$ cat src/pkg/rtc_pkg.sv
// Constants shared by the real time clock control and alarm logic
package rtc_pkg;
	// ----------------------------------------
	// Clocking
	// ----------------------------------------
	localparam int CLK_HZ = 40000000;
	localparam int WINDOW_US = 1000;
	localparam int WINDOW_CYCLES = (CLK_HZ / 1000000) * WINDOW_US;
	localparam int CLKS_PER_MACHINE_CYCLE = 4;
	localparam int SETUP_MACHINE_CYCLES = 4;
	localparam int SETUP_CYCLES = CLKS_PER_MACHINE_CYCLE * SETUP_MACHINE_CYCLES;
	localparam logic [6:0] XTAL_PER_TICK_LAST = 7'h7f;
	// ----------------------------------------
	// Register offsets
	// ----------------------------------------
	localparam logic [7:0] ADDR_ALARM_SUBSECOND = 8'hf2;
	localparam logic [7:0] ADDR_ALARM_SECOND = 8'hf3;
	localparam logic [7:0] ADDR_ALARM_MINUTE = 8'hf4;
	localparam logic [7:0] ADDR_ALARM_HOUR = 8'hf5;
	localparam logic [7:0] ADDR_TIME_DAY_LOW = 8'hf6;
	localparam logic [7:0] ADDR_TIME_DAY_HIGH = 8'hf7;
	localparam logic [7:0] ADDR_TIME_SECOND = 8'hfa;
	localparam logic [7:0] ADDR_CLOCK_CONTROL = 8'hf9;
	localparam logic [7:0] ADDR_TIME_SUBSECOND = 8'hfb;
	localparam logic [7:0] ADDR_TIME_MINUTE = 8'hfc;
	localparam logic [7:0] ADDR_TIME_HOUR = 8'hfd;
	// ----------------------------------------
	// Clock control fields
	// ----------------------------------------
	localparam int BIT_OSC_RUN = 0;
	localparam int BIT_ALARM_FLAG = 1;
	localparam int BIT_WRITE_LOCK = 2;
	localparam int BIT_READ_LOCK = 3;
	localparam int BIT_HOUR_CMP = 4;
	localparam int BIT_MIN_CMP = 5;
	localparam int BIT_SEC_CMP = 6;
	localparam int BIT_SUBSEC_CMP = 7;
	// ----------------------------------------
	// Time limits
	// ----------------------------------------
	localparam logic [5:0] SEC_LAST = 6'h3b;
	localparam logic [5:0] MIN_LAST = 6'h3b;
	localparam logic [4:0] HOUR_LAST = 5'h17;
	localparam logic [7:0] SUBSEC_LAST = 8'hff;
	localparam logic [7:0] ZERO8 = 8'h00;
endpackage

$ cat src/verilog/rtc_access_and_alarm.sv
// Real time clock lock windows, timekeeping and alarm logic
`timescale 1ns/1ps
module rtc_access_and_alarm #(
	parameter int WINDOW_LEN = rtc_pkg::WINDOW_CYCLES
) (
	// Clock and resets
	input wire logic clk,
	input wire logic reset_n,
	input wire logic batt_reset_n,
	// Crystal
	input wire logic xtal_in,
	output logic osc_enable,
	// Special function register port
	input wire logic [7:0] sfr_addr,
	input wire logic sfr_wr,
	input wire logic [7:0] sfr_wdata,
	input wire logic timed_access_ok,
	output logic [7:0] sfr_rdata,
	// Alarm
	output logic alarm_flag
);
	// ----------------------------------------
	// State
	// ----------------------------------------
	logic xtal_s1_reg, xtal_s2_reg, xtal_s3_reg;
	logic osc_run_enable_reg, osc_run_enable_next;
	logic time_read_lock_reg, time_read_lock_next;
	logic time_write_lock_reg, time_write_lock_next;
	logic alarm_flag_reg, alarm_flag_next;
	logic [3:0] cmp_en_reg, cmp_en_next;
	logic [6:0] prescale_reg, prescale_next;
	logic tick_pending_reg, tick_pending_next;
	logic alarm_done_reg, alarm_done_next;
	logic [31:0] lock_cnt_reg, lock_cnt_next;
	logic [7:0] time_subsecond_reg, time_subsecond_next;
	logic [5:0] time_second_reg, time_second_next;
	logic [5:0] time_minute_reg, time_minute_next;
	logic [4:0] time_hour_reg, time_hour_next;
	logic [2:0] day_of_week_reg, day_of_week_next;
	logic [15:0] day_count_reg, day_count_next;
	logic [7:0] alarm_subsecond_reg, alarm_subsecond_next;
	logic [5:0] alarm_second_reg, alarm_second_next;
	logic [5:0] alarm_minute_reg, alarm_minute_next;
	logic [4:0] alarm_hour_reg, alarm_hour_next;
	logic [7:0] rdata_reg, rdata_next;

	logic any_lock, suspended, write_open, wr_ctrl, match, any_cmp;

	function automatic logic hit(input logic en, input logic [7:0] a, input logic [7:0] b);
		hit = !en || (a == b);
	endfunction

	// ----------------------------------------
	// Crystal input synchroniser
	// ----------------------------------------
	always_ff @(posedge clk) begin
		xtal_s1_reg <= xtal_in;
		xtal_s2_reg <= xtal_s1_reg;
		xtal_s3_reg <= xtal_s2_reg;
	end

	// ----------------------------------------
	// Next state
	// ----------------------------------------
	always_comb begin
		osc_run_enable_next = osc_run_enable_reg;
		time_read_lock_next = time_read_lock_reg;
		time_write_lock_next = time_write_lock_reg;
		alarm_flag_next = alarm_flag_reg;
		cmp_en_next = cmp_en_reg;
		prescale_next = prescale_reg;
		tick_pending_next = tick_pending_reg;
		alarm_done_next = alarm_done_reg;
		lock_cnt_next = lock_cnt_reg;
		time_subsecond_next = time_subsecond_reg;
		time_second_next = time_second_reg;
		time_minute_next = time_minute_reg;
		time_hour_next = time_hour_reg;
		day_of_week_next = day_of_week_reg;
		day_count_next = day_count_reg;
		alarm_subsecond_next = alarm_subsecond_reg;
		alarm_second_next = alarm_second_reg;
		alarm_minute_next = alarm_minute_reg;
		alarm_hour_next = alarm_hour_reg;

		any_lock = time_read_lock_reg || time_write_lock_reg;
		suspended = any_lock && (lock_cnt_reg < 32'(WINDOW_LEN));
		write_open = time_write_lock_reg && (lock_cnt_reg >= 32'(rtc_pkg::SETUP_CYCLES))
			&& (lock_cnt_reg < 32'(WINDOW_LEN));
		wr_ctrl = sfr_wr && (sfr_addr == rtc_pkg::ADDR_CLOCK_CONTROL);

		// Lock window timer
		if (!any_lock) begin
			lock_cnt_next = '0;
		end else if (lock_cnt_reg < 32'(WINDOW_LEN)) begin
			lock_cnt_next = lock_cnt_reg + 32'd1;
		end

		// Crystal prescaler, stopped with the oscillator
		if (osc_run_enable_reg && xtal_s2_reg && !xtal_s3_reg) begin
			prescale_next = prescale_reg + 7'd1;
			if (prescale_reg == rtc_pkg::XTAL_PER_TICK_LAST) begin
				tick_pending_next = 1'b1;
			end
		end

		// Timekeeping on a held or fresh tick
		if (tick_pending_reg && !suspended) begin
			tick_pending_next = 1'b0;
			alarm_done_next = 1'b0;
			time_subsecond_next = time_subsecond_reg + 8'd1;
			if (time_subsecond_reg == rtc_pkg::SUBSEC_LAST) begin
				time_second_next = time_second_reg + 6'd1;
				if (time_second_reg == rtc_pkg::SEC_LAST) begin
					time_second_next = '0;
					time_minute_next = time_minute_reg + 6'd1;
					if (time_minute_reg == rtc_pkg::MIN_LAST) begin
						time_minute_next = '0;
						time_hour_next = time_hour_reg + 5'd1;
						if (time_hour_reg == rtc_pkg::HOUR_LAST) begin
							time_hour_next = '0;
							day_of_week_next = day_of_week_reg + 3'd1;
							day_count_next = day_count_reg + 16'd1;
						end
					end
				end
			end
		end

		// Software writes to time registers
		if (sfr_wr && write_open) begin
			unique case (sfr_addr)
				rtc_pkg::ADDR_TIME_SECOND: time_second_next = sfr_wdata[5:0];
				rtc_pkg::ADDR_TIME_MINUTE: time_minute_next = sfr_wdata[5:0];
				rtc_pkg::ADDR_TIME_HOUR: begin
					time_hour_next = sfr_wdata[4:0];
					day_of_week_next = sfr_wdata[7:5];
				end
				rtc_pkg::ADDR_TIME_DAY_LOW: day_count_next[7:0] = sfr_wdata;
				rtc_pkg::ADDR_TIME_DAY_HIGH: day_count_next[15:8] = sfr_wdata;
				default: ;
			endcase
		end

		// Alarm registers, no lock needed
		if (sfr_wr) begin
			unique case (sfr_addr)
				rtc_pkg::ADDR_ALARM_SUBSECOND: alarm_subsecond_next = sfr_wdata;
				rtc_pkg::ADDR_ALARM_SECOND: alarm_second_next = sfr_wdata[5:0];
				rtc_pkg::ADDR_ALARM_MINUTE: alarm_minute_next = sfr_wdata[5:0];
				rtc_pkg::ADDR_ALARM_HOUR: alarm_hour_next = sfr_wdata[4:0];
				default: ;
			endcase
		end

		// Clock control writes
		if (wr_ctrl) begin
			cmp_en_next = sfr_wdata[rtc_pkg::BIT_SUBSEC_CMP:rtc_pkg::BIT_HOUR_CMP];
			time_read_lock_next = sfr_wdata[rtc_pkg::BIT_READ_LOCK];
			if (!sfr_wdata[rtc_pkg::BIT_ALARM_FLAG]) begin
				alarm_flag_next = 1'b0;
			end
			if (timed_access_ok) begin
				time_write_lock_next = sfr_wdata[rtc_pkg::BIT_WRITE_LOCK];
				osc_run_enable_next = sfr_wdata[rtc_pkg::BIT_OSC_RUN];
			end
		end

		// Write window expiry
		if (time_write_lock_reg && lock_cnt_reg >= 32'(WINDOW_LEN)) begin
			time_write_lock_next = 1'b0;
		end
		if (time_write_lock_reg && !time_write_lock_next) begin
			time_subsecond_next = rtc_pkg::ZERO8;
		end

		// Alarm comparator on live values
		any_cmp = |cmp_en_reg;
		match = hit(cmp_en_reg[3], time_subsecond_reg, alarm_subsecond_reg)
			&& hit(cmp_en_reg[2], {2'b00, time_second_reg}, {2'b00, alarm_second_reg})
			&& hit(cmp_en_reg[1], {2'b00, time_minute_reg}, {2'b00, alarm_minute_reg})
			&& hit(cmp_en_reg[0], {3'b000, time_hour_reg}, {3'b000, alarm_hour_reg});
		if (any_cmp && match && !alarm_done_reg && !(tick_pending_reg && !suspended)) begin
			alarm_flag_next = 1'b1;
			alarm_done_next = 1'b1;
		end
		if (!any_cmp) begin
			alarm_flag_next = 1'b0;
		end

		// Read data
		unique case (sfr_addr)
			rtc_pkg::ADDR_ALARM_SUBSECOND: rdata_next = alarm_subsecond_reg;
			rtc_pkg::ADDR_ALARM_SECOND: rdata_next = {2'b00, alarm_second_reg};
			rtc_pkg::ADDR_ALARM_MINUTE: rdata_next = {2'b00, alarm_minute_reg};
			rtc_pkg::ADDR_ALARM_HOUR: rdata_next = {3'b000, alarm_hour_reg};
			rtc_pkg::ADDR_CLOCK_CONTROL: rdata_next = {cmp_en_reg, time_read_lock_reg,
				time_write_lock_reg, alarm_flag_reg, osc_run_enable_reg};
			rtc_pkg::ADDR_TIME_SUBSECOND: rdata_next = time_subsecond_reg;
			rtc_pkg::ADDR_TIME_SECOND: rdata_next = {2'b00, time_second_reg};
			rtc_pkg::ADDR_TIME_MINUTE: rdata_next = {2'b00, time_minute_reg};
			rtc_pkg::ADDR_TIME_HOUR: rdata_next = {day_of_week_reg, time_hour_reg};
			rtc_pkg::ADDR_TIME_DAY_LOW: rdata_next = day_count_reg[7:0];
			rtc_pkg::ADDR_TIME_DAY_HIGH: rdata_next = day_count_reg[15:8];
			default: rdata_next = rtc_pkg::ZERO8;
		endcase
	end

	// ----------------------------------------
	// Registers
	// ----------------------------------------
	always_ff @(posedge clk) begin
		if (!batt_reset_n) begin
			osc_run_enable_reg <= 1'b0;
			cmp_en_reg <= '0;
			prescale_reg <= '0;
			time_subsecond_reg <= '0;
			time_second_reg <= '0;
			time_minute_reg <= '0;
			time_hour_reg <= '0;
			day_of_week_reg <= '0;
			day_count_reg <= '0;
			alarm_subsecond_reg <= '0;
			alarm_second_reg <= '0;
			alarm_minute_reg <= '0;
			alarm_hour_reg <= '0;
		end else begin
			osc_run_enable_reg <= osc_run_enable_next;
			cmp_en_reg <= cmp_en_next;
			prescale_reg <= prescale_next;
			time_subsecond_reg <= time_subsecond_next;
			time_second_reg <= time_second_next;
			time_minute_reg <= time_minute_next;
			time_hour_reg <= time_hour_next;
			day_of_week_reg <= day_of_week_next;
			day_count_reg <= day_count_next;
			alarm_subsecond_reg <= alarm_subsecond_next;
			alarm_second_reg <= alarm_second_next;
			alarm_minute_reg <= alarm_minute_next;
			alarm_hour_reg <= alarm_hour_next;
		end
		if (!reset_n || !batt_reset_n) begin
			time_read_lock_reg <= 1'b0;
			time_write_lock_reg <= 1'b0;
			alarm_flag_reg <= 1'b0;
			tick_pending_reg <= 1'b0;
			alarm_done_reg <= 1'b0;
			lock_cnt_reg <= '0;
			rdata_reg <= '0;
		end else begin
			time_read_lock_reg <= time_read_lock_next;
			time_write_lock_reg <= time_write_lock_next;
			alarm_flag_reg <= alarm_flag_next;
			tick_pending_reg <= tick_pending_next;
			alarm_done_reg <= alarm_done_next;
			lock_cnt_reg <= lock_cnt_next;
			rdata_reg <= rdata_next;
		end
	end

	assign osc_enable = osc_run_enable_reg;
	assign alarm_flag = alarm_flag_reg;
	assign sfr_rdata = rdata_reg;
endmodule
$ cat config.mk
export PLATFORM = sky130hd
export DESIGN_NAME = rtc_access_and_alarm
export DESIGN_NICKNAME = d
export VERILOG_FILES = /design/src/pkg/rtc_pkg.sv /design/src/verilog/rtc_access_and_alarm.sv
export SDC_FILE = /design/constraint.sdc
export NUM_CORES = 1
export LEC_CHECK = 0
export BUFFER_PORTS_ARGS = -buffer_cell sky130_fd_sc_hd__buf_4
export CAP_MARGIN = 10
export CORE_ASPECT_RATIO = 1.2
export CORE_UTILIZATION = 25
export CTS_CLUSTER_DIAMETER = 120
export DETAILED_ROUTE_END_ITERATION = 12
export HOLD_SLACK_MARGIN = 0.02
export PLACE_DENSITY = 0.42
export SLEW_MARGIN = 20
export SYNTH_ARGS = -nofsm -noshare
export SYNTH_HDL_FRONTEND = slang
export SYNTH_SLANG_ARGS = --single-unit
$ cat constraint.sdc
create_clock -name clk -period 2.65 [get_ports clk]
set_input_delay 0.265 -clock clk [delete_from_list [all_inputs] [get_ports clk]]
set_output_delay 0.265 -clock clk [all_outputs]
set_load 0.02 [all_outputs]
Yosys cells after proc, flatten, opt, wreduce, memory -nomap -nowiden
Index checks and enable logic that the tools add are counted.
- add/sub/neg operators: 8
- $lt $le $gt $ge: 3
- equality and inequality tests: 21
- mux-type cells: 42
- bitwise operators: 3
- reductions and logical operators: 47
- operator list (cell ; number):
    8-bit == test, second input constant ; 12
    16-bit 2-to-1 mux ; 6
    8-bit case mux with 11 select lines ; 1
    6-bit 2-to-1 mux ; 11
    5-bit 2-to-1 mux ; 7
    32-bit by 1-bit adder with 32-bit output, second input constant ; 1
    32-bit by 16-bit greater-or-equal comparator with 1-bit output, second input constant ; 1
    32-bit by 5-bit greater-or-equal comparator with 1-bit output, second input constant ; 1
    32-bit by 16-bit less-than comparator with 1-bit output, second input constant ; 1
    3-bit 2-to-1 mux ; 7
    16-bit by 1-bit adder with 16-bit output, second input constant ; 1
    1-bit logical AND ; 16
    8-bit 2-to-1 mux ; 2
    2-bit AND reduction ; 7
    6-bit by 1-bit adder with 6-bit output, second input constant ; 2
    6-bit == test ; 2
    6-bit == test, second input constant ; 2
    1-bit logical NOT ; 11
    8-bit by 1-bit adder with 8-bit output, second input constant ; 1
    8-bit == test ; 1
    1-bit 2-to-1 mux ; 8
    2-bit OR reduction ; 4
    7-bit by 1-bit adder with 7-bit output, second input constant ; 1
    7-bit == test, second input constant ; 1
    other kinds (9) ; 17
- register bits after elaboration: 129
- bits of input ports: 22
- output and inout port bits: 10
- logic and storage cells: 147

Logic depth before layout (Yosys ltp)
Gate-level depths: netlist (run 1).
- depth in word-level cells: 10
- depth in mapped cells: 8
- mapped depth without buffers: 7

Worst setup path before layout (run 1)
Ideal clock, no wire load.
- kind: register -> register
- start: register time_second_reg[0]
- end: register day_count_reg[12]
- setup time: 0.130 ns
- arrival time: 2.159 ns
- required time: 2.520 ns
- setup slack: 0.361 ns
- cell stages (with the launch flop): 8
- buffers on the path: 0
- period minus slack after synthesis: 2.289 ns
- path through: dfxtp_1 -> ha_1 -> nand3b_4 -> or4_4 -> or3_1 -> nor4_2 -> xnor2_1 -> a21oi_1
- longest elaborated chain between the ends: 6
- ends and longest elaborated chain (item ; line ; source):
    from (decl) ; rtc_access_and_alarm.sv:36 ; logic [5:0] time_second_reg, time_second_next;
    from (signal assigned) ; rtc_access_and_alarm.sv:232 ; time_second_reg <= time_second_next;
    6-bit == test (*) ; rtc_access_and_alarm.sv:114 ; if (time_second_reg == rtc_pkg::SEC_LAST) begin
    16-bit 2-to-1 mux (*) ; rtc_access_and_alarm.sv:114 ;
    16-bit 2-to-1 mux (*) ; rtc_access_and_alarm.sv:112 ; if (time_subsecond_reg == rtc_pkg::SUBSEC_LAST) begin
    16-bit 2-to-1 mux (*) ; rtc_access_and_alarm.sv:108 ; if (tick_pending_reg && !suspended) begin
    8-bit 2-to-1 mux ; rtc_access_and_alarm.sv:132 ; unique case (sfr_addr)
    16-bit 2-to-1 mux (*) ; rtc_access_and_alarm.sv:131 ; if (sfr_wr && write_open) begin
    to (signal assigned) ; rtc_access_and_alarm.sv:236 ; day_count_reg <= day_count_next;
    to (decl) ; rtc_access_and_alarm.sv:40 ; logic [15:0] day_count_reg, day_count_next;
Every way passes the cells marked *; elsewhere a longest branch is shown, timed or not.
A chain may end at the register's enable or synchronous reset.

Worst setup path in the final report (run 1)
Ends and elaborated chain as after synthesis.

==> results by group, run 1 <==
Synthesis
  – Synth Net Count: 837
  – Yosys warning count: 0
  – Syn Area/Cell: roughly 8.4 sq um
  – Dominant synthesized flop cell: dfxtp_1
  – Seq/Total Area, Yosys: 0.3814
  – Area leader, netlist: dfxtp_1
  – Count of mapped cells out of synthesis: 806
  – Post-synthesis sequential element count: roughly 130
  – Ys async rst share: 0
  – Post-synth top area share: 0.3814
  – EDFF count, synth: 0
  – Dominant cells by area after synthesis: dfxtp_1 38%, xnor2_1 4.9%, nand2_1 4.3%, mux2i_1 4.1%, nand3_1 4.1%
  – Post-synthesis cell type count: 60
  – Mapped cell area: 0.006771 sq mm

STA
  – Final setup skew: between 0.01 and 0.015 ns
  – Total negative slack: 0 ns
  – Max Fclk: 408.7 MHz
  – Min Hold Slack: 0.1559 ns
  – Max-slew headroom: 0.4269
  – Part of the cycle the worst path needs: 0.9233
  – Endpoints failing hold: 0
  – Slew Limit Fails: 0
  – Final Setup Violations: 0
  – Slew @ Worst Pin: between 0.8 and 0.9 ns
  – Unrepaired setup endpoints after global routing: no
  – Min cycle time layout: 2.447 ns

Placement
  – GP Congestion: around 0.87
  – Port buffer count: 31
  – Placed cell count: roughly 1200
  – Cell Area, Placed: ~0.0077 sq mm
  – DP HPWL: 17.01 mm

Route
  – Final WL: roughly 24 mm
  – Vias/cell: 5.091
  – Post-DR wirelength/cell: between 15 and 20 um
  – Drt pass-1 iters: 10
  – Via count: 6175
  – Drt initial violations: 429
  – Post-route ant nets: 0
  – Drt drc: 3

Power
  – PD cells: roughly 580 mW/mm^2
  – Peak VDD IR: about 0.34 mV
  – Lkg Pwr: 2.871 nW

Clock network
  – CTS tree: built
  – H-tree levels: 4
  – CTS resizes: 0
  – Clock slew at reported path FFs: ~0.06 ns
  – CTS Buf Count: 17
  – Skew-Pair Late Insertion Delay: 0.44 ns
  – CTS sink cnt: 129
  – Clock Tree Buf Depth: 2
  – CTS root buf: clkbuf_16

Final layout
  – Largest register FFs: 32
  – Antenna diodes: 0
  – Non-Filler Instances: about 1200
  – Final nets: 896
  – Most common library cell in the layout ignoring fill and taps: dfxtp_1
  – Fin area: 0.008342 sq mm
  – Final Util: 0.3156
  – Area grow syn2layout: 23.19%
  – Share of cells above drive strength 1: 0.1583
  – Most frequent cells in the layout: 129 x dfxtp_1, 86 x buf_4, 78 x nand2_1

Global route
  – Gr ovfl total: 0
  – Pin count of the biggest net entering global routing: just under 80
  – First-pass GRT wire length: 37.24 mm
  – Vias in the first global route: 6093
  – Initial antenna violation count: 0
  – Total GRT Usage: 0.1759

Run status
  – Failing checks: design-rule violations
  – Status: finished, violations left

Min path
  – Hold WC Path Type: primary input to flop

Floorplan
  – Initial Util: 0.2562
  – Site row count: 65
  – Core ar.: 0.02643 sq mm
  – Die Span Y: 182.3 um
  – Die footprint: 0.02775 sq mm
  – Chip width: 152.2 um
  – IO Count: 32

Setup path
  – WS Path Type: flop to flop
  – Crit path capture type: flop
  – CP startpoint kind: flop
  – CP max FO: 6
  – Data arrival, critical path: about 2.8 ns
  – WP data required: 2.97 ns

Flow run
  – Max-cap viol count: 0
[final timing paths]
kind,from,to,slack (ns),cells after the start
setup reg to reg,time_second_reg[0],day_count_reg[12],0.20,7
hold reg to reg,xtal_s1_reg,xtal_s2_reg,0.32,0
setup / recovery,time_second_reg[0],day_count_reg[12],0.20,7
hold / removal,sfr_wdata[7],alarm_subsecond_reg[7],0.16,3
[final cells by class]
type                    instances  area, sq um
well taps                     335        419.2
repair buffers                 88        675.6
fillers                      2793        18090
clock inverters                13        234.0
inverters                      11        41.29
clock buffers                  19        432.9
flip-flops and latches        129         2582
multi-input cells             618         3956
[routing by layer]
layer	wire, um	GRT usage	share of wire
met1	10570	0.2167	0.45
met3	917	0.03040	0.039
met4	418	0.06571	0.018
met2	11590	0.3054	0.49
met5	0	0	0
[power by group]
group	switching, W	internal (W)
combinational	0.000115	0.0000510
sequential	0.00000137	0.00194
clock	0.000941	0.00177
[cell families after synthesis]
group                    Yosys count  synth area share
XOR/XNOR                          66           0.08537
AND/OR/NAND/NOR                  338            0.2711
multiplexers                      30           0.04472
buffers and inverters             59           0.03529
AO/OA/AOI/OAI                    175            0.1656
flip-flops                       129            0.3814
adder cells (fa/ha/maj)            9           0.01663
[repair_timing]
item,in CTS,in global routing
hold buffers,1,0
hold endpoints to repair,1,0
setup buffers,0,0
endpoints found under the setup margin,0,0
[synth_stat cells, types with 3 or more instances]
cell / instances
o22ai_1: 3
or3_1: 7
or4_1: 5
o2bb2ai_1: 3
buf_1: 4
dfxtp_1: 129
nor3_1: 8
a32oi_1: 4
a21boi_0: 21
nor4_2: 5
clkbuf_1: 40
nor2b_1: 18
a31oi_1: 16
o31ai_1: 11
ha_1: 9
a41oi_1: 3
xor2_1: 28
nand3_1: 55
a21oi_1: 37
nor2_1: 55
xnor2_1: 38
o21ai_0: 45
and2_1: 24
nand2_1: 78
mux2i_1: 28
a22o_1: 3
and3_1: 8
a22oi_1: 10
inv_1: 11
nor3_2: 4
nand4_1: 28
and4_1: 6
a221oi_1: 5
nor4_1: 20
[through the flow]
stage,power [W],setup slack [ns]
3_5_place_dp,0.002151,0.2221
6_report,0.004818,0.2032
2_1_floorplan,0.002072,0.3609
3_3_place_gp,0.002153,0.2411
5_1_grt,0.004982,0.03970
4_1_cts,0.004878,0.2085
[critical path: stages, from the launching register on]
cell and delay [ns]:
dfxtp_1 0.42, ha_1 0.30, nand3b_4 0.11, or4_4 0.56
or3_1 0.44, nor4_2 0.27, xnor2_1 0.16, a21oi_1 0.08
(Power assumes the default switching activity.)
==> run 2, diff against run 1 <==
PLACE_DENSITY = 0.49   (was 0.42)
==> run 2 against run 1 <==
Net effect: the flow still finishes with violations (design-rule violations); register-to-register slack worse by 0.05 ns; largest power group unchanged; die area did not move; critical path type unchanged; via count is 2.0% higher; clock-buffer cell count rose by 1; clock power shrank 18%; first-iteration DRC count rose by 9.3%; core utilization fell by 0.69 points.
==> results by group, run 2 (synthesis gave the netlist of run 1 again) <==
Global route
  – First-pass GRT wire length: 34.91 mm (-6.3%)
  – Initial antenna violation count: 0 (unchanged)
  – Most Crowded Layer GR: met2
  – Pin count of the biggest net entering global routing: 78 (unchanged)
  – Gr ovfl total: 0 (unchanged)
  – Met1 track demand over resource: 0.2016 (-0.01507)
  – Grt met3 use: 0.02873 (-0.001662)
  – Met2 usage: 0.2822 (-0.02323)
  – Total GRT Usage: 0.1664 (-0.009476)
  – Vias in the first global route: 5917 (-2.9%)

Placement
  – GP Congestion: 0.8924 (+2.7%)
  – Placed cell count: 1169 (-0.93%)
  – Port buffer count: 31 (unchanged)
  – DP HPWL: 16.17 mm (-4.9%)

Final layout
  – Share of cells above drive strength 1: 0.1488 (-0.009525)
  – Most common library cell in the layout ignoring fill and taps: dfxtp_1
  – Non-Filler Instances: 1202 (-0.91%)
  – Most frequent cells in the layout: 129 x dfxtp_1, 78 x nand2_1, 74 x buf_4
  – Area grow syn2layout: 20.49%
  – Final Util: 0.3087 (-0.006912)
  – Antenna diodes: 0 (unchanged)
  – Final nets: 885 (-1.2%)
  – Largest register FFs: 32 (unchanged)

Min path
  – HP Start: sfr_wdata[7]
  – Hold EP: cmp_en_reg[3]
  – Hold Path Stages: 3 (unchanged)
  – Hold WC Path Type: primary input to flop

STA
  – Max-slew headroom: 0.4084 (-0.01845)
  – Total negative slack: 0 ns (unchanged)
  – Part of the cycle the worst path needs: 0.9437 (+0.02036)
  – Min cycle time layout: 2.501 ns (+0.05396 ns)
  – Endpoints failing hold: 0 (unchanged)
  – Final Setup Violations: 0 (unchanged)
  – Unrepaired setup endpoints after global routing: no
  – Slew Limit Fails: 0 (unchanged)
  – Final setup skew: 0.009756 ns (-0.005127 ns)
  – Max Fclk: 399.9 MHz (-2.2%)
  – Slew @ Worst Pin: 0.8835 ns (+0.02755 ns)
  – Min Hold Slack: 0.1431 ns (-0.01285 ns)

Power
  – Sw Ratio: 0.2504 (+0.03093)
  – Int Pwr: 0.003255 W (-13%)
  – Peak VDD IR: 0.2816 mV (-18%)
  – Net switching power: 0.001087 W (+2.8%)
  – PD cells: 532.1 mW/mm^2 (-7.9%)
  – Clock power share: 0.514 (-0.048)
  – Lkg Pwr: 2.772 nW (-3.5%)
  – Reg power frac: 0.448 (+0.045)
  – Proportion of power drawn by combinational gates: 0.038 (+0.004)

Setup path
  – CP startpoint kind: flop
  – Crit path capture type: flop
  – R2r endpoint: day_count_reg[12]
  – Worst path buffer plus inverter count: 0 (unchanged)
  – CP max FO: 5 (-1)
  – FF-to-FF path depth: 7 (unchanged)
  – WP data required: 2.97 ns (about the same)
  – Crit path max-delay family: simple AND/OR/NAND/NOR gates
  – Slowest stage delay, CP: 0.58 ns (+0.02 ns)
  – WS Path Type: flop to flop
  – Highest-delay cell along the critical path: or4_4
  – Worst-path cell chain: ha_1 -> nand3b_4 -> or4_4 -> or3_1 -> nor4_2 -> xnor2_1 -> a21oi_1
  – Data arrival, critical path: 2.82 ns (+0.06 ns)
  – Worst R2R Setup Slack: 0.15 ns (-0.05 ns)
  – RR Startpoint: time_second_reg[1]

Route
  – Via count: 6298 (+2.0%)
  – Drt pass-1 iters: 9 (-1)
  – Vias/cell: 5.240 (+2.9%)
  – Drt drc: 4 (+1)
  – Drt initial violations: 469 (+9.3%)
  – Post-DR wirelength/cell: 18.72 um (-3.4%)
  – Post-route ant nets: 0 (unchanged)
  – Final WL: 22.50 mm (-4.3%)

Clock network
  – H-tree levels: 4 (unchanged)
  – CTS root buf: clkbuf_16
  – Skew-Pair Late Insertion Delay: 0.44 ns (about the same)
  – CTS Buf Count: 17 (unchanged)
  – CTS tree: built
  – CTS sink cnt: 129 (unchanged)
  – Setup Buffers After CTS: 0 (unchanged)
  – Cts hold-fix bufs: 1 (unchanged)
  – Clock slew at reported path FFs: 0.06 ns (about the same)
  – CTS resizes: 0 (unchanged)
  – Clock Tree Buf Depth: 2 (unchanged)

Floorplan
  – IO Count: 32 (unchanged)
  – Chip width: 152.2 um (unchanged)
  – Initial Util: 0.2562 (unchanged)
  – Die Span Y: 182.3 um (unchanged)
  – Die footprint: 0.02775 sq mm (unchanged)
  – Core ar.: 0.02643 sq mm (unchanged)
  – Site row count: 65 (unchanged)

Flow run
  – Max-cap viol count: 0 (unchanged)

Run status
  – Status: finished, violations left
  – Failing checks: design-rule violations
[run 2: changes by cell type in the layout (fill, tap and decap cells not counted), sizes merged]
cell | before | now
buf | 87 | 76
bufinv | 6 | 0
clkbuf | 19 | 20
inv | 12 | 17
[run 2: per-stage QoR]
| stage | power (W) | worst slack (ns) | cell area [sq um] |
|---|---|---|---|
| after floorplan | 0.002072 | 0.3609 | 6771 |
| after global placement | 0.002151 | 0.2215 | 7595 |
| after detailed placement | 0.002150 | 0.1904 | 7595 |
| after CTS | 0.004379 | 0.1672 | 8159 |
| after global routing | 0.004487 | 0.01186 | 8159 |
| final | 0.004341 | 0.1493 | 8159 |
[run 2: final cells by class]
class | count | area [sq um]
Clock buffer | 20 | 456.7
Clock inverter | 12 | 97.59
Fill cell | 2752 | 18270
Inverter | 11 | 41.29
Multi-Input combinational cell | 618 | 3956
Sequential cell | 129 | 2582
Tap cell | 335 | 419.2
Timing Repair Buffer | 77 | 605.6
[run 2: worst max-delay path by stage]
stage | from | to | slack (ns) | depth (start not counted)
after global routing | time_second_reg[0] | day_count_reg[12] | 0.01 | 7
final | time_second_reg[1] | day_count_reg[12] | 0.15 | 7
after detailed placement | time_second_reg[1] | day_count_reg[12] | 0.19 | 7
after global placement | time_second_reg[0] | day_count_reg[12] | 0.22 | 7
after CTS | time_second_reg[1] | day_count_reg[12] | 0.17 | 7
after floorplan | time_second_reg[0] | day_count_reg[12] | 0.36 | 7
[run 2: worst min-delay path, cell delays in order]
cell and delay, ns:
buf_4 0.11, mux2i_1 0.07, nor2b_1 0.10
[run 2: power by group through the flow]
stage / sequential, W / clock, W / combinational (W)
2_1_floorplan: 0.00199 / 0 / 0.0000861
3_3_place_gp: 0.00199 / 0 / 0.000164
3_5_place_dp: 0.00199 / 0 / 0.000163
4_1_cts: 0.00194 / 0.00227 / 0.000165
5_1_grt: 0.00194 / 0.00237 / 0.000178
6_report: 0.00194 / 0.00223 / 0.000167
[run 2: per-layer routing]
metal | wire length [um] | part of all wire
met1 | 9691 | 0.43
met2 | 10870 | 0.48
met3 | 1096 | 0.049
met4 | 834 | 0.037
met5 | 0 | 0
==> run 3, diff against run 2 <==
clock period = 2.4 ns   (was 2.65 ns; I/O delays follow)
==> run 3 against run 2 <==
Net effect: the run still ends with design-rule violations left; via count grew 1.3%; combinational power grew 11%; register-to-register slack barely moved; critical endpoint unchanged.
==> results by group, run 3 (synthesis gave the netlist of run 1 again) <==
Run status
  – Status: finished, violations left
  – Failing checks: design-rule violations

Route
  – Via count: 6381 (+1.3%)
  – Final WL: 22.66 mm (+0.71%)
  – Vias/cell: 5.217 (-0.42%)
  – Drt initial violations: 496 (+5.8%)
  – Drt pass-1 iters: 9 (unchanged)
  – Drt drc: 3 (-1)
  – Post-DR wirelength/cell: 18.52 um (-1.0%)
  – Post-route ant nets: 0 (unchanged)

Final layout
  – Fin area: 0.008361 sq mm (+2.5%)
  – # fillers: 2788 (+1.3%)
  – Non-Filler Instances: 1223 (+1.7%)
  – Most frequent cells in the layout: 129 x dfxtp_1, 96 x buf_4, 75 x nand2_1
  – Final nets: 906 (+2.4%)
  – Antenna diodes: 0 (unchanged)
  – Area grow syn2layout: 23.47%
  – Largest register FFs: 32 (unchanged)
  – Most common library cell in the layout ignoring fill and taps: dfxtp_1
  – Share of cells above drive strength 1: 0.1768 (+0.02801)

Placement
  – GP Congestion: 0.9127 (+2.3%)
  – DP HPWL: 16.43 mm (+1.6%)
  – Cell Area, Placed: 0.007732 sq mm (+1.8%)
  – Port buffer count: 31 (unchanged)
  – Placed cell count: 1189 (+1.7%)

Setup path
  – Data arrival, critical path: 2.57 ns (-0.25 ns)
  – Slowest stage delay, CP: 0.55 ns (-0.03 ns)
  – Crit path capture type: flop
  – CP startpoint kind: flop
  – Worst path buffer plus inverter count: 0 (unchanged)
  – WP data required: 2.71 ns (-0.26 ns)
  – WS Path Type: flop to flop
  – Crit path max-delay family: simple AND/OR/NAND/NOR gates
  – Highest-delay cell along the critical path: or4_4
  – CP max FO: 4 (-1)
  – Worst-path cell chain: ha_2 -> nand3b_4 -> or4_4 -> or3_1 -> nor4_2 -> xnor2_1 -> a21oi_1

Global route
  – Gr ovfl total: 0 (unchanged)
  – Pin count of the biggest net entering global routing: 78 (unchanged)
  – Total GRT Usage: 0.1698 (+0.003395)
  – Initial antenna violation count: 0 (unchanged)
  – First-pass GRT wire length: 36.09 mm (+3.4%)
  – Vias in the first global route: 6269 (+5.9%)

Clock network
  – Clock Tree Buf Depth: 2 (unchanged)
  – CTS sink cnt: 129 (unchanged)
  – H-tree levels: 4 (unchanged)
  – CTS Buf Count: 17 (unchanged)
  – CTS root buf: clkbuf_16
  – CTS tree: built
  – Clock slew at reported path FFs: 0.06 ns (about the same)
  – Skew-Pair Late Insertion Delay: 0.43 ns (about the same)

STA
  – Slew @ Worst Pin: 0.8897 ns (+0.006219 ns)
  – Part of the cycle the worst path needs: 0.9388 (-0.004899)
  – Final Setup Violations: 0 (unchanged)
  – Min cycle time layout: 2.253 ns (-0.2477 ns)
  – Max-slew headroom: 0.4043 (-0.004165)
  – Endpoints failing hold: 0 (unchanged)
  – Max Fclk: 443.8 MHz (+11%)
  – Final setup skew: 0.01092 ns (+0.001162 ns)
  – Unrepaired setup endpoints after global routing: no
  – Slew Limit Fails: 0 (unchanged)
  – Total negative slack: 0 ns (unchanged)

Floorplan
  – IO Count: 32 (unchanged)
  – Site row count: 65 (unchanged)
  – Die Span Y: 182.3 um (unchanged)
  – Die footprint: 0.02775 sq mm (unchanged)
  – Initial Util: 0.2562 (unchanged)
  – Core ar.: 0.02643 sq mm (unchanged)
  – Chip width: 152.2 um (unchanged)

Power
  – Sw Ratio: 0.2357 (-0.01462)
  – Peak VDD IR: 0.3484 mV (+24%)
  – PD cells: 584.0 mW/mm^2 (+9.8%)
  – Lkg Pwr: 2.878 nW (+3.8%)
  – Reg power frac: 0.440 (-0.008)
  – Clock power share: 0.523 (+0.009)
  – Int Pwr: 0.003732 W (+15%)
  – Proportion of power drawn by combinational gates: 0.038 (about the same)
  – Net switching power: 0.001151 W (+5.9%)
  – Overall power: 0.004883 W (+12%)

Flow run
  – Max-cap viol count: 0 (unchanged)

Min path
  – Hold WC Path Type: primary input to flop
==> run 3: changes by cell type in the layout (fill, tap and decap cells not counted), sizes merged <==
cell,before,now
buf,76,97
inv,17,12
bufinv,0,2
clkinv,3,5
clkinvlp,3,4
==> run 3: final timing paths <==
path                                         start                      to  slack (ns)  cells past startpoint
worst min register to register         xtal_s1_reg             xtal_s2_reg        0.32                      0
worst max-delay path            time_second_reg[0]       day_count_reg[12]        0.15                      7
worst max register to register  time_second_reg[0]       day_count_reg[12]        0.15                      7
worst min-delay path                  sfr_wdata[6]  alarm_subsecond_reg[6]        0.14                      3
==> run 3: per-stage QoR <==
| stage | hold WS, ns | utilization | worst slack [ns] |
|---|---|---|---|
| after global placement | 0.3124 | 0.2925 | 0.02210 |
| final | 0.1396 | 0.3163 | 0.1469 |
| after floorplan | 0.2677 | - | 0.1109 |
| after CTS | 0.1276 | 0.3146 | 0.05331 |
| after global routing | 0.1331 | 0.3163 | 0.01046 |
| after detailed placement | 0.3147 | 0.2925 | 0.06706 |
==> run 3: final cells by class <==
cell class	instances	area (sq um)	share of cell area
Timing Repair Buffer	98	750.7	0.08979
Clock inverter	12	135.1	0.01616
Sequential cell	129	2582	0.3089
Clock buffer	20	436.7	0.05223
Multi-Input combinational cell	618	3995	0.4779
Inverter	11	41.29	0.004939
Tap cell	335	419.2	0.05013
==> run 3: what timing repair did <==
action / CTS / global route
setup buffers: 0 / 1
hold buffers: 1 / 0
gates resized for setup: 0 / 9
hold endpoints to repair: 1 / 0
setup endpoints to repair: 0 / 21
==> run 3: worst reg2reg max path, cell delays in order, from the launching register on <==
cell      delay (ns)
dfxtp_1         0.34
ha_2            0.24
nand3b_4        0.08
or4_4           0.55
or3_1           0.45
nor4_2          0.26
xnor2_1         0.15
a21oi_1         0.08
==> run 3: layer usage <==
layer  wire length (um)  track usage  up-vias
li1                   -            -     3077
met1              10260       0.2128     3106
met2              10880       0.2835      156
met3                869      0.03063       42
met4                650      0.07633        0
met5                  0            0        -
==> run 3: power by group through the flow <==
stage / sequential [W] / combinational, W / clock, W
4_1_cts: 0.00215 / 0.000182 / 0.00260
3_3_place_gp: 0.00219 / 0.000181 / 0
6_report: 0.00215 / 0.000185 / 0.00255
2_1_floorplan: 0.00219 / 0.0000951 / 0
5_1_grt: 0.00215 / 0.000197 / 0.00271
3_5_place_dp: 0.00219 / 0.000180 / 0
